[config.mk]
export PLATFORM = sky130hd
export DESIGN_NAME = mcu_bus_port_dev_flat
export DESIGN_NICKNAME = d
export VERILOG_FILES = /design/src/shared/mcu_bus_pkg.sv /design/src/shared/mcu_bus_if.sv /design/src/verilog/port_pin_cell.sv /design/src/verilog/mcu_bus_port_dev.sv /design/src/flat_wrapper.sv
export VERILOG_INCLUDE_DIRS = /design/src /design/src/shared
export SDC_FILE = /design/constraint.sdc
export NUM_CORES = 1
export LEC_CHECK = 0
export BUFFER_PORTS_ARGS = -buffer_cell sky130_fd_sc_hd__buf_2
export CAP_MARGIN = 20
export CORE_MARGIN = 4
export CORE_UTILIZATION = 50
export DETAILED_ROUTE_END_ITERATION = 10
export HOLD_SLACK_MARGIN = 0.15
export PLACE_DENSITY = 0.76
export SYNTH_ARGS = -nofsm -noshare
export SYNTH_HDL_FRONTEND = slang
export SYNTH_HIERARCHICAL = 1
export SYNTH_SLANG_ARGS = --single-unit
[constraint.sdc]
create_clock -name aclk -period 3.1 [get_ports aclk]
set_input_delay 0.465 -clock aclk [delete_from_list [all_inputs] [get_ports aclk]]
set_output_delay 0.465 -clock aclk [all_outputs]
set_load 0.05 [all_outputs]
[src/shared/mcu_bus_port_map.svh]
// Constants for the microcontroller bus port block and its bus controller.
// Notes on behaviour
// - Multiplexed bus: address byte caught on latch strobe.
// - Fetch, read and write strobes select accesses.
// - Fetch-only on input one, or read/fetch split.
// - Non-page host strobes address each command, once per burst.
// - Page hit keeps upper byte, decodes new low.
// - Burst host keeps A3-A0 apart, multiplexes A11-A4.
// - Burst holds upper address while low nibble steps.
// - Phase-enable mode with read/write select line.
// - Four ports: three eight-bit, one three-bit.
// - Configuration from stored setup or host writes.
// - Output mux: data, address, macrocell, external select.
// - Readback buffer drives one source at a time.
// - Driver enable is direction OR logic enable.
// - Input cells latch, register or pass through.
// - Stored-configuration modes fixed, others host-changeable.
// - An assigned pin serves no other function.
// - Shared port driven only on selected read.
// - Control bit zero gives host I/O mode.
// - Address out needs control and direction set.
`ifndef MCU_BUS_PORT_MAP_SVH
`define MCU_BUS_PORT_MAP_SVH
// Device register space: upper address byte and register index in the low bits.
`define IO_PAGE 8'hf0
`define REG_DATA_IN 3'h0
`define REG_CELL 3'h1
`define REG_CTRL 3'h2
`define REG_MC 3'h3
`define REG_DATA_OUT 3'h4
`define REG_DIR 3'h6
`define DOUT_RESET 8'h00
`define DIR_RESET 8'h00
`define CTRL_RESET 8'h00
`define PIN_COUNT 27
// Controller registers on the AXI4-Lite side.
`define H_CONFIG 8'h00
`define H_ADDR 8'h04
`define H_WDATA 8'h08
`define H_CMD 8'h0c
`define H_STATUS 8'h10
`define H_RDATA 8'h14
`define CFG_FETCH_ONLY 2
`define CMD_COUNT_LSB 4
`define ST_BUSY 0
`define ST_DONE 1
// Bus timing.
`define CLK_PERIOD_NS 5
`define LATCH_NS 10
`define LATCH_CYC ((`LATCH_NS + `CLK_PERIOD_NS - 1) / `CLK_PERIOD_NS)
`define STROBE_NS 20
`define STROBE_CYC ((`STROBE_NS + `CLK_PERIOD_NS - 1) / `CLK_PERIOD_NS)
`endif

[src/shared/mcu_bus_pkg.sv]
// Types shared by the port block, its controller and the testbench.
package mcu_bus_pkg;
   typedef enum logic [1:0] {mode_mux_low, mode_page, mode_burst, mode_phase} bus_mode_e;
   typedef enum logic [1:0] {cell_direct, cell_latch, cell_reg} cell_mode_e;
   typedef enum logic [1:0] {kind_read, kind_write, kind_fetch} cmd_kind_e;
endpackage : mcu_bus_pkg

[src/shared/mcu_bus_if.sv]
// Eight-bit microcontroller bus between the controller and the port block.
`timescale 1ns/1ps
interface mcu_bus_if;
   // Shared address/data lines, each end with its own drive and enable.
   logic [7:0] ad_host;
   logic ad_host_oe_n;
   logic [7:0] ad_dev;
   logic ad_dev_oe_n;
   // Unmultiplexed address lines.
   logic [7:0] addr_side;
   logic [3:0] addr_nib;
   // Strobes.
   logic address_latch_strobe;
   logic control_input_zero;
   logic control_input_one;
   logic control_input_two;
   // Resolved level of the shared lines.
   wire [7:0] shared_addr_data_port = !ad_dev_oe_n ? ad_dev : ad_host;

   modport host (
      output ad_host, ad_host_oe_n, addr_side, addr_nib, address_latch_strobe,
      output control_input_zero, control_input_one, control_input_two,
      input ad_dev, ad_dev_oe_n, shared_addr_data_port
   );
   modport dev (
      input ad_host, ad_host_oe_n, addr_side, addr_nib, address_latch_strobe,
      input control_input_zero, control_input_one, control_input_two,
      output ad_dev, ad_dev_oe_n
   );
endinterface : mcu_bus_if

[src/verilog/port_pin_cell.sv]
// One port: output selection, driver enable, pin synchroniser and input cells.
`timescale 1ns/1ps
module port_pin_cell #(
   parameter int W = 8
) (
   // Clock and reset.
   input wire logic aclk,
   input wire logic aresetn,
   // Port registers and latched address.
   input wire logic [W-1:0] data_out,
   input wire logic [W-1:0] dir,
   input wire logic [W-1:0] ctrl,
   input wire logic [W-1:0] addr_byte,
   // Logic array terms and stored configuration.
   input wire logic [W-1:0] mc_out,
   input wire logic [W-1:0] mc_oe_term,
   input wire logic [W-1:0] oe_term_def,
   input wire logic [W-1:0] logic_pin,
   input wire logic [W-1:0] ext_pin,
   input wire logic [W-1:0] ext_val,
   input wire mcu_bus_pkg::cell_mode_e cell_mode,
   input wire logic [1:0] cell_en,
   // Pins.
   input wire logic [W-1:0] pin_in,
   output logic [W-1:0] pin_out,
   output logic [W-1:0] pin_oe_n,
   output logic [W-1:0] pin_sync,
   output logic [W-1:0] cell_out
);
   import mcu_bus_pkg::*;

   logic [W-1:0] meta;
   logic [1:0] en_prev;
   logic [W-1:0] en_bit;
   logic [W-1:0] en_rise;

   // A logic-owned pin ignores the host control bit, so it cannot be taken over.
   wire [W-1:0] host_pin = ~logic_pin & ~ext_pin;
   wire [W-1:0] next_pin_out = (logic_pin & mc_out)
      | (~logic_pin & ext_pin & ext_val)
      | (host_pin & ctrl & addr_byte)
      | (host_pin & ~ctrl & data_out);
   wire [W-1:0] next_oe = dir | (mc_oe_term & oe_term_def);

   // Each enable serves one nibble of the port.
   for (genvar i = 0; i < W; i++) begin : g_en
      assign en_bit[i] = cell_en[i / 4];
      assign en_rise[i] = cell_en[i / 4] & ~en_prev[i / 4];
   end

   wire [W-1:0] cell_take = (cell_mode == cell_direct) ? '1 :
      (cell_mode == cell_latch) ? en_bit : en_rise;
   wire [W-1:0] next_cell = (cell_take & pin_sync) | (~cell_take & cell_out);

   // Pins come from outside the clock domain, so two flops precede any reader.
   always_ff @(posedge aclk) begin
      if (!aresetn) begin
         meta <= '0;
         pin_sync <= '0;
         cell_out <= '0;
         en_prev <= 2'h0;
         pin_out <= '0;
         pin_oe_n <= '1;
      end else begin
         meta <= pin_in;
         pin_sync <= meta;
         cell_out <= next_cell;
         en_prev <= cell_en;
         pin_out <= next_pin_out;
         pin_oe_n <= ~next_oe;
      end
   end
endmodule : port_pin_cell

[src/verilog/mcu_bus_port_dev.sv]
// Programmable I/O port block with microcontroller bus address capture.
`timescale 1ns/1ps
`include "mcu_bus_port_map.svh"
module mcu_bus_port_dev (
   // Clock and reset.
   input wire logic aclk,
   input wire logic aresetn,
   // Microcontroller bus.
   mcu_bus_if.dev bus,
   // Stored configuration, fixed while running.
   input wire mcu_bus_pkg::bus_mode_e cfg_bus_mode,
   input wire logic cfg_fetch_only,
   input wire logic cfg_addr_b_high,
   input wire logic [`PIN_COUNT-1:0] cfg_logic,
   input wire logic [`PIN_COUNT-1:0] cfg_oe_def,
   input wire logic [2:0] cfg_ext,
   input wire mcu_bus_pkg::cell_mode_e [2:0] cfg_cell_mode,
   input wire logic [2:0] cfg_cell_by_term,
   // Logic array terms.
   input wire logic [`PIN_COUNT-1:0] mc_out,
   input wire logic [`PIN_COUNT-1:0] mc_oe_term,
   input wire logic [2:0] external_select_outputs,
   input wire logic [5:0] cell_term,
   output logic [23:0] cell_out,
   // Internal memory port.
   output logic [15:0] mem_addr,
   output logic mem_rd,
   output logic mem_wr,
   output logic [7:0] mem_wdata,
   input wire logic [7:0] mem_rdata,
   // Port pins, port A in the low bits, port D in the top three.
   input wire logic [`PIN_COUNT-1:0] pin_in,
   output logic [`PIN_COUNT-1:0] pin_out,
   output logic [`PIN_COUNT-1:0] pin_oe_n
);
   import mcu_bus_pkg::*;

   // Port D is three pins wide; its upper register bits always read zero.
   function automatic logic [7:0] width_mask(input logic [1:0] p);
      return (p == 2'h3) ? 8'h07 : 8'hff;
   endfunction : width_mask

   logic [7:0] lat;
   logic wr_seen;
   logic [3:0][7:0] data_out;
   logic [3:0][7:0] dir;
   logic [1:0][7:0] ctrl;
   logic [31:0] sync_all;
   logic [31:0] cell_all;
   logic [3:0][7:0] ctrl_eff;
   logic [3:0][7:0] addr_byte;

   // Strobe decode for the strobe styles a host may use.
   wire phase = (cfg_bus_mode == mode_phase);
   wire fetch_on = cfg_fetch_only ? ~bus.control_input_one
      : (~phase & ~bus.control_input_two);
   wire rd_on = phase ? (bus.control_input_one & bus.control_input_zero)
      : (~cfg_fetch_only & ~bus.control_input_one);
   wire wr_on = phase ? (bus.control_input_one & ~bus.control_input_zero)
      : ~bus.control_input_zero;

   // The latched byte joins the live lines according to the bus style.
   wire [15:0] cur_addr = (cfg_bus_mode == mode_page) ? {lat, bus.addr_side}
      : (cfg_bus_mode == mode_burst) ? {bus.addr_side[3:0], lat, bus.addr_nib}
      : {bus.addr_side, lat};

   // Register space decode.
   wire io_hit = (cur_addr[15:8] == `IO_PAGE) && (cur_addr[7:5] == 3'h0);
   wire [1:0] port_sel = cur_addr[4:3];
   wire [2:0] reg_sel = cur_addr[2:0];
   wire [4:0] byte_idx = {port_sel, 3'h0};
   wire io_rd = rd_on & io_hit;
   wire mem_rd_on = (rd_on & ~io_hit) | fetch_on;
   wire wr_edge = wr_on & ~wr_seen;
   wire io_wr = wr_edge & io_hit;
   wire [7:0] wdata = bus.ad_host & width_mask(port_sel);

   // Readback buffer: at most one source per register index.
   wire [31:0] mc_all = {5'h00, mc_out};
   wire [7:0] ctrl_rd = port_sel[1] ? 8'h00 : ctrl[port_sel[0]];
   wire [7:0] readback = (reg_sel == `REG_DATA_IN) ? sync_all[byte_idx +: 8]
      : (reg_sel == `REG_CELL) ? cell_all[byte_idx +: 8]
      : (reg_sel == `REG_CTRL) ? ctrl_rd
      : (reg_sel == `REG_MC) ? mc_all[byte_idx +: 8]
      : (reg_sel == `REG_DATA_OUT) ? data_out[port_sel]
      : (reg_sel == `REG_DIR) ? dir[port_sel]
      : 8'h00;

   // Address capture. The byte holds until the next strobe, which keeps a page
   // hit or a burst on the old upper address without another strobe.
   always_ff @(posedge aclk) begin
      if (!aresetn) begin
         lat <= 8'h00;
      end else if (bus.address_latch_strobe) begin
         lat <= bus.ad_host;
      end
   end

   // Shared lines are driven only for a selected read, one cycle behind.
   always_ff @(posedge aclk) begin
      if (!aresetn) begin
         bus.ad_dev <= 8'h00;
         bus.ad_dev_oe_n <= 1'b1;
      end else begin
         bus.ad_dev <= io_rd ? readback : mem_rdata;
         bus.ad_dev_oe_n <= ~(io_rd | mem_rd_on);
      end
   end

   // Memory port follows the decoded address each cycle.
   always_ff @(posedge aclk) begin
      if (!aresetn) begin
         mem_addr <= 16'h0000;
         mem_rd <= 1'b0;
         mem_wr <= 1'b0;
         mem_wdata <= 8'h00;
         wr_seen <= 1'b0;
      end else begin
         mem_addr <= cur_addr;
         mem_rd <= mem_rd_on;
         mem_wr <= wr_edge & ~io_hit;
         mem_wdata <= bus.ad_host;
         wr_seen <= wr_on;
      end
   end

   // Host writes to the port registers take effect once per write strobe.
   always_ff @(posedge aclk) begin
      if (!aresetn) begin
         data_out <= {4{`DOUT_RESET}};
         dir <= {4{`DIR_RESET}};
         ctrl <= {2{`CTRL_RESET}};
      end else if (io_wr) begin
         if (reg_sel == `REG_DATA_OUT) begin
            data_out[port_sel] <= wdata;
         end
         if (reg_sel == `REG_DIR) begin
            dir[port_sel] <= wdata;
         end
         if (reg_sel == `REG_CTRL && !port_sel[1]) begin
            ctrl[port_sel[0]] <= wdata;
         end
      end
   end

   // Only ports A and B have control bits; B may carry the upper byte.
   assign ctrl_eff = {16'h0000, ctrl};
   assign addr_byte[0] = cur_addr[7:0];
   assign addr_byte[1] = cfg_addr_b_high ? cur_addr[15:8] : cur_addr[7:0];
   assign addr_byte[2] = 8'h00;
   assign addr_byte[3] = 8'h00;
   assign sync_all[31:`PIN_COUNT] = 5'h00;
   assign cell_all[31:`PIN_COUNT] = 5'h00;
   assign cell_out = cell_all[23:0];

   // One cell per port; port D has external selects and no input cells.
   for (genvar p = 0; p < 4; p++) begin : g_port
      localparam int W = (p == 3) ? 3 : 8;
      localparam int B = p * 8;
      wire [1:0] en = (p == 3) ? 2'h0 : cfg_cell_by_term[p % 3]
         ? cell_term[2 * (p % 3) +: 2] : {2{bus.address_latch_strobe}};
      wire [W-1:0] ext_pin = (p == 3) ? W'(cfg_ext) : '0;
      wire [W-1:0] ext_val = (p == 3) ? W'(external_select_outputs) : '0;
      port_pin_cell #(.W(W)) u_cell (
         .aclk(aclk),
         .aresetn(aresetn),
         .data_out(data_out[p][W-1:0]),
         .dir(dir[p][W-1:0]),
         .ctrl(ctrl_eff[p][W-1:0]),
         .addr_byte(addr_byte[p][W-1:0]),
         .mc_out(mc_out[B +: W]),
         .mc_oe_term(mc_oe_term[B +: W]),
         .oe_term_def(cfg_oe_def[B +: W]),
         .logic_pin(cfg_logic[B +: W]),
         .ext_pin(ext_pin),
         .ext_val(ext_val),
         .cell_mode((p == 3) ? cell_direct : cfg_cell_mode[p % 3]),
         .cell_en(en),
         .pin_in(pin_in[B +: W]),
         .pin_out(pin_out[B +: W]),
         .pin_oe_n(pin_oe_n[B +: W]),
         .pin_sync(sync_all[B +: W]),
         .cell_out(cell_all[B +: W])
      );
   end
endmodule : mcu_bus_port_dev

[src/flat_wrapper.sv]
// flat-port wrapper written by rule: the top's interface ports become plain ports
module mcu_bus_port_dev_flat import mcu_bus_pkg::*;
  (aclk, aresetn, cfg_bus_mode, cfg_fetch_only, cfg_addr_b_high, cfg_logic, cfg_oe_def, cfg_ext, cfg_cell_mode, cfg_cell_by_term, mc_out, mc_oe_term, external_select_outputs, cell_term, cell_out, mem_addr, mem_rd, mem_wr, mem_wdata, mem_rdata, pin_in, pin_out, pin_oe_n, bus_ad_host, bus_ad_host_oe_n, bus_addr_side, bus_addr_nib, bus_address_latch_strobe, bus_control_input_zero, bus_control_input_one, bus_control_input_two, bus_ad_dev, bus_ad_dev_oe_n);
  mcu_bus_if bus_i ();
  input wire logic aclk;
  input wire logic aresetn;
  input wire mcu_bus_pkg::bus_mode_e cfg_bus_mode;
  input wire logic cfg_fetch_only;
  input wire logic cfg_addr_b_high;
  input wire logic [`PIN_COUNT-1:0] cfg_logic;
  input wire logic [`PIN_COUNT-1:0] cfg_oe_def;
  input wire logic [2:0] cfg_ext;
  input wire mcu_bus_pkg::cell_mode_e [2:0] cfg_cell_mode;
  input wire logic [2:0] cfg_cell_by_term;
  input wire logic [`PIN_COUNT-1:0] mc_out;
  input wire logic [`PIN_COUNT-1:0] mc_oe_term;
  input wire logic [2:0] external_select_outputs;
  input wire logic [5:0] cell_term;
  output logic [23:0] cell_out;
  output logic [15:0] mem_addr;
  output logic mem_rd;
  output logic mem_wr;
  output logic [7:0] mem_wdata;
  input wire logic [7:0] mem_rdata;
  input wire logic [`PIN_COUNT-1:0] pin_in;
  output logic [`PIN_COUNT-1:0] pin_out;
  output logic [`PIN_COUNT-1:0] pin_oe_n;
  input wire logic [$bits(bus_i.ad_host)-1:0] bus_ad_host;
  input wire logic [$bits(bus_i.ad_host_oe_n)-1:0] bus_ad_host_oe_n;
  input wire logic [$bits(bus_i.addr_side)-1:0] bus_addr_side;
  input wire logic [$bits(bus_i.addr_nib)-1:0] bus_addr_nib;
  input wire logic [$bits(bus_i.address_latch_strobe)-1:0] bus_address_latch_strobe;
  input wire logic [$bits(bus_i.control_input_zero)-1:0] bus_control_input_zero;
  input wire logic [$bits(bus_i.control_input_one)-1:0] bus_control_input_one;
  input wire logic [$bits(bus_i.control_input_two)-1:0] bus_control_input_two;
  output wire logic [$bits(bus_i.ad_dev)-1:0] bus_ad_dev;
  output wire logic [$bits(bus_i.ad_dev_oe_n)-1:0] bus_ad_dev_oe_n;
  assign bus_i.ad_host = bus_ad_host;
  assign bus_i.ad_host_oe_n = bus_ad_host_oe_n;
  assign bus_i.addr_side = bus_addr_side;
  assign bus_i.addr_nib = bus_addr_nib;
  assign bus_i.address_latch_strobe = bus_address_latch_strobe;
  assign bus_i.control_input_zero = bus_control_input_zero;
  assign bus_i.control_input_one = bus_control_input_one;
  assign bus_i.control_input_two = bus_control_input_two;
  assign bus_ad_dev = bus_i.ad_dev;
  assign bus_ad_dev_oe_n = bus_i.ad_dev_oe_n;
  mcu_bus_port_dev u_core (.aclk(aclk), .aresetn(aresetn), .bus(bus_i), .cfg_bus_mode(cfg_bus_mode), .cfg_fetch_only(cfg_fetch_only), .cfg_addr_b_high(cfg_addr_b_high), .cfg_logic(cfg_logic), .cfg_oe_def(cfg_oe_def), .cfg_ext(cfg_ext), .cfg_cell_mode(cfg_cell_mode), .cfg_cell_by_term(cfg_cell_by_term), .mc_out(mc_out), .mc_oe_term(mc_oe_term), .external_select_outputs(external_select_outputs), .cell_term(cell_term), .cell_out(cell_out), .mem_addr(mem_addr), .mem_rd(mem_rd), .mem_wr(mem_wr), .mem_wdata(mem_wdata), .mem_rdata(mem_rdata), .pin_in(pin_in), .pin_out(pin_out), .pin_oe_n(pin_oe_n));
endmodule
# Word level (Yosys, flattened, before mapping)
# Index checks and enable logic that the tools add are counted.
totals:
  ff_bits: 265
  latch_bits: 0
  mem_bits_rw: 0
  romBits: 0
  in_bits: 195
  out_inout_bits: 113
  word_cells: 198
  mem_count: 0
op_classes:
  add_sub_neg: 0
  mul: 0
  n_div: 0
  n_lt_le_gt_ge: 4
  eq_ne: 13
  n_shift: 3
  n_mux: 37
  bitwise: 87
  reduce_logical: 13
ops:
  columns: ["operator", "count"]
  rows:
  - ["$and 8x8->8", 22]
  - ["$mux 8", 22]
  - ["$shiftx 32x6->8", 3]
  - ["$not 8->8", 11]
  - ["$or 8x8->8", 11]
  - ["$bwmux 32", 2]
  - ["$bmux 8 s2", 2]
  - ["$mux 16", 2]
  - ["$and 3x3->3", 6]
  - ["$bwmux 16", 1]
  - ["$demux 8 s2", 1]
  - ["$and 1x1->1", 15]
  - ["$not 1->1", 14]
  - ["$not 3->3", 3]
  - ["$or 3x3->3", 3]
  - ["$demux 8 s1", 1]
  - ["$eq 2x1->1 const B", 4]
  - ["$eq 8x8->1 const B", 1]
  - ["$eq 2x2->1 const B", 3]
  - ["$eq 3x2->1 const B", 2]
  - ["$eq 3x3->1 const B", 2]
  - ["$logic_not 2->1", 3]
  - ["$logic_not 3->1", 2]
  - ["$mux 2", 3]
  - ["10 further kinds", 18]

# Longest topological paths before layout
depth:
  depth_word: 12
  depth_mapped: 12

# Hierarchy
# The synthesis kept the hierarchy.
by_module_without_submodules:
  columns: ["mod", "instances", "cells_per_inst", "area_per_inst_um2", "seq_area_each_um2"]
  rows:
  - ["mcu_bus_port_dev", 1, 750, 6389.9, 2482.4]
  - ["port_pin_cell at u_core.g_port[0].u_cell ...", 3, 160, 1599.0, 840.8]
  - ["port_pin_cell at u_core.g_port[3].u_cell", 1, 60, 596.8, 320.3]

# Least setup slack after synthesis
# No wires, ideal clock.
synth_path:
  path_type: "input to register"
  from: "input cfg_bus_mode[0]"
  to: "register u_core.bus.ad_dev[4]"
  t_arrival_ps: 2553
  slack_ps: 413
  path_stages: 10
  n_path_buf: 3
  path_cell_list: "buf_4 > buf_4 > and3b_1 > a221oi_4 > buf_2 > mux2_2 > a221oi_1 > nor2_1 > a311oi_1 > o22ai_1"
synth_between:
  elab_chain_len: 12
  elab_cells_between_ends: 33
  cone_classes: "eq/ne: 9; shift: 3; mux: 17; bitwise: 1; reduce/logical: 3"
synth_lines:
  columns: ["element", "line", "source"]
  rows:
  - ["start, declared", "flat_wrapper.sv:7", "input wire mcu_bus_pkg::bus_mode_e cfg_bus_mode;"]
  - ["parallel branches: the longest is 11 deep, another holds $shiftx 32x6->8", null, null]
  - ["$mux 8 (*)", "mcu_bus_port_dev.sv:105", "bus.ad_dev <= io_rd ? readback : mem_rdata;"]
  - ["end signal, assigned", "mcu_bus_port_dev.sv:105", null]
  - ["end, declared", "mcu_bus_if.sv:28", "output ad_dev, ad_dev_oe_n"]
# Every way passes the cells marked *. The select of a mux whose other input is x is not followed.
# A chain may end at the register's enable or synchronous reset.

# Worst setup path after layout
layout_path:
  from: "input cfg_bus_mode[1]"
  to: "register u_core/dir[29] in the netlist's numbering"
layout_between:
  elab_chain_len: 8
  elab_cells_between_ends: 22
  cone_classes: "order compare: 2; eq/ne: 6; mux: 7; bitwise: 3; reduce/logical: 4"
layout_lines:
  columns: ["element", "line", "source"]
  rows:
  - ["$eq 2x2->1", "mcu_bus_port_dev.sv:64", ": (cfg_bus_mode == mode_burst) ? {bus.addr_side[3:0], lat, bus.addr_nib}"]
  - ["$mux 16", "mcu_bus_port_dev.sv:64", null]
  - ["$mux 16", "mcu_bus_port_dev.sv:63", "wire [15:0] cur_addr = (cfg_bus_mode == mode_page) ? {lat, bus.addr_side}"]
  - ["$lt 2x3->1 (not written as such) or $ge 2x1->1 (tied branches)", "mcu_bus_port_dev.sv:138", "dir[port_sel] <= wdata;"]
  - ["$logic_and 1x1->1 (not written as such)", "mcu_bus_port_dev.sv:138", null]
  - ["$mux 8 (not written as such)", "mcu_bus_port_dev.sv:138", null]
  - ["$demux 8 s2", null, null]
  - ["$bwmux 32", "mcu_bus_port_dev.sv:138", null]
  - ["end signal, assigned", "mcu_bus_port_dev.sv:131", "dir <= {4{`DIR_RESET}};"]
  - ["end signal, assigned by index", "mcu_bus_port_dev.sv:138", null]
  - ["end, declared", "mcu_bus_port_dev.sv:46", "logic [3:0][7:0] dir;"]
# Parallel ways exist; a longest one is shown, timed or not.

==> impl_metrics.env <==
export IMPL_hold_viol=0
export IMPL_row_count=55
export IMPL_grtUsageTotal_pct=27.40
export IMPL_io_pins=308
export IMPL_yosys_warnings=6
export IMPL_whs_path_depth=3
export IMPL_max_slew_worst_pin_slew_ps=637.3
export IMPL_clock_sinks=266
export IMPL_final_fill_count=1850
export IMPL_drtIter0Drc=926
export IMPL_dpl_cell_area_sq_mm=0.01430
export IMPL_finalCriticalPeriod_ps=2572
export IMPL_worstRegToRegCells=8
export IMPL_path_class="input port to flop"
export IMPL_crit_arrival_ps=2990
export IMPL_via_count=10890
export IMPL_run_status="completed"
export IMPL_ant_nets=0
export IMPL_reg2reg_slack_ps=620
export IMPL_power_density_mw_per_mm2=534.3
export IMPL_synth_seq_cells=266
export IMPL_final_common_cell="buf_2"
export IMPL_final_cell_mix="buf_2 (305), dfxtp_1 (266), nand2_1 (254)"
export IMPL_peakVddDrop_mv=0.4179
export IMPL_grt_pass1_wl_um=57220
export IMPL_antenna_found_initial=1
export IMPL_fin_ws_ps=528.3
export IMPL_syn_area_sq_mm=0.01178
export IMPL_portBuffers=306
export IMPL_cts_buffers=27
export IMPL_overflow=0
export IMPL_synth_main_ff_cell="dfxtp_1"
export IMPL_p_sw_mw=2.322
export IMPL_fmaxAchievable_ghz=0.3888
export IMPL_grt_pass1_vias=10780
export IMPL_wl_per_cell_um=17.94
export IMPL_cts_tree="yes"
export IMPL_coreArea_sq_mm=0.02292
export IMPL_min_delay_start="cfg_logic[18]"
export IMPL_async_flop_share_pct=0
export IMPL_rr_endpoint="u_core/dir[29]"
export IMPL_skew_ps=11.87
export IMPL_endpoint_kind="flop"
export IMPL_post_place_ws_ps=76.03
export IMPL_syn_instance_count=1290
export IMPL_startpoint_type="input port"
export IMPL_wl_um=37500
export IMPL_drive_gt1_share_pct=25.90
export IMPL_hp_class="input port to flop"
export IMPL_max_cap_violations=0
export IMPL_grt_max_degree=106
export IMPL_vias_per_cell=5.210
export IMPL_fin_nets=1950
export IMPL_min_period_over_period_pct=82.96
export IMPL_ys_seq_area_share_pct=45.19
export IMPL_yosysUniqueCellTypes=67
export IMPL_fin_area_sq_mm=0.01547
export IMPL_switching_share_pct=28.10
export IMPL_worstHoldEndpoint="u_core/g_port[2].u_cell/pin_out[2]"
export IMPL_r2r_start="u_core/lat[7]"
export IMPL_clockPowerShare_pct=39.1
export IMPL_combPwrFrac_pct=17.4
export IMPL_fp_dieArea_sq_mm=0.02609
export IMPL_tns_ps=0
export IMPL_p_leak_nw=7.088
export IMPL_hold_ws_ps=172.5
export IMPL_setup_viol=0
export IMPL_slew_violations=0
export IMPL_max_slew_margin_pct=57.51
export IMPL_gp_congestion=0.9284
export IMPL_die_w_um=161.5
export IMPL_rsz0062_at_grt="false"
export IMPL_dieHeight_um=161.5
export IMPL_p_int_mw=5.942
export IMPL_drc_errors=0
export IMPL_clk_path_buf_depth=3
export IMPL_dp_hpwl_um=28450
export IMPL_path_max_fanout=11
export IMPL_seqPwrFrac_pct=43.5
export IMPL_cts_clk_slew_worst_paths_ps=60
export IMPL_synth_avg_cell_area_sq_um=9.135
export IMPL_start_util_pct=51.42
export IMPL_area_growth_pct=31.27
export IMPL_clk_latency_ps=540
export IMPL_root_buffer="clkbuf_16"
export IMPL_synth_edff_count=0
export IMPL_first_pass_iters=5
export IMPL_h_tree_depth=1
export IMPL_worstPathRequired_ps=3520
-- cell usage after synthesis, drive strengths merged (3+ instances only) --
library cell  instances  area, sq um
mux2i               148         1481
mux2                  7        78.83
o21ai                51        255.3
a211oi               29        217.7
nand3b               28        210.2
inv                  16        60.05
nand3                57        290.3
nor2                 59        259.0
a31oi                 8        50.05
and2                 68        432.9
o221ai                6        58.80
nand2               254        953.4
nand4                10        83.83
dfxtp               266         5325
a32oi                 3        26.28
and3                 14        87.58
and3b                 4        35.03
o22ai                 4        25.02
nor3                 13        125.1
a21o                 27        202.7
or3b                  4        35.03
nand2b               38        282.8
clkbuf               32        121.4
a311oi                3        26.28
a221oi                9        131.4
a21oi                37        252.7
nor2b                34        212.7
buf                  33        216.5
o32ai                 3        26.28
-- power groups by stage --
stage | Sequential [mW] | Combinational (mW) | Clock [mW]
6_report | 3.59 | 1.44 | 3.23
5_1_grt | 3.60 | 1.53 | 3.43
4_1_cts | 3.59 | 1.42 | 3.29
3_5_place_dp | 3.67 | 1.39 | 0
3_3_place_gp | 3.67 | 1.37 | 0
2_1_floorplan | 3.93 | 0.615 | 0
-- final cells by class --
cell class,count,area [sq um],share of cell area (%)
Antenna cell,1,2.502,0.01618
Clock buffer,38,767.0,4.958
Sequential cell,266,5325,34.43
Tap cell,313,391.6,2.532
Clock inverter,12,121.4,0.7846
Inverter,17,63.81,0.4125
Multi-Input combinational cell,1051,6466,41.80
Timing Repair Buffer,392,2331,15.07
-- repair_timing --
item,CTS,global route
hold buffers,28,0
hold endpoints to repair,28,0
gates resized for setup,0,0
buffers inserted,0,0
-- stage by stage --
stage          std cells  power [mW]  util [%]
2_1_floorplan       1399       4.547         -
3_3_place_gp        2011       5.038     62.39
3_5_place_dp        2011       5.056     62.39
4_1_cts             2089       8.307     67.49
5_1_grt             2089       8.561     67.49
6_report            2090       8.264     67.50
-- kinds of logic (layout without fill, tap and decap cells) --
kind of cell / after synthesis / in the layout / share of synthesized area [%]
AND/OR/NAND/NOR: 592 / 592 / 26.14
flip-flops: 266 / 266 / 45.19
other: 1 / 111 / 0.03182
multiplexers: 155 / 155 / 13.24
XOR/XNOR: 2 / 2 / 0.2124
AO/OA/AOI/OAI: 192 / 192 / 11.78
buffers and inverters: 82 / 459 / 3.408
-- metal layers --
layer	vias to the layer above	global-route usage (%)	part of all wire, %
met1	5036	34.38	41
li1	5287	-	-
met5	-	0	0
met3	92	6.073	8.4
met2	473	45.61	47
met4	0	11.59	4.2
-- how the worst max path moves through the flow --
stage               slack [ps]       startpoint  cells after the start                   end
floorplan                  410  cfg_bus_mode[0]                     10  u_core/bus.ad_dev[4]
global route               380  cfg_bus_mode[1]                     10        u_core/dir[29]
CTS                        600  cfg_bus_mode[1]                     10        u_core/dir[29]
global placement           110  cfg_bus_mode[0]                     10  u_core/bus.ad_dev[0]
detailed placement          80  cfg_bus_mode[1]                     10        u_core/dir[29]
finish                     530  cfg_bus_mode[1]                     10        u_core/dir[29]
-- critical path: stages --
cell and delay [ps]:
buf_2 210, buf_4 210, buf_4 150, mux2i_1 310
nor3b_1 330, nand3b_1 290, buf_4 250, nor3_1 180
nand2_1 280, and3_1 310
No activity file was read; power rests on OpenSTA's default activity.
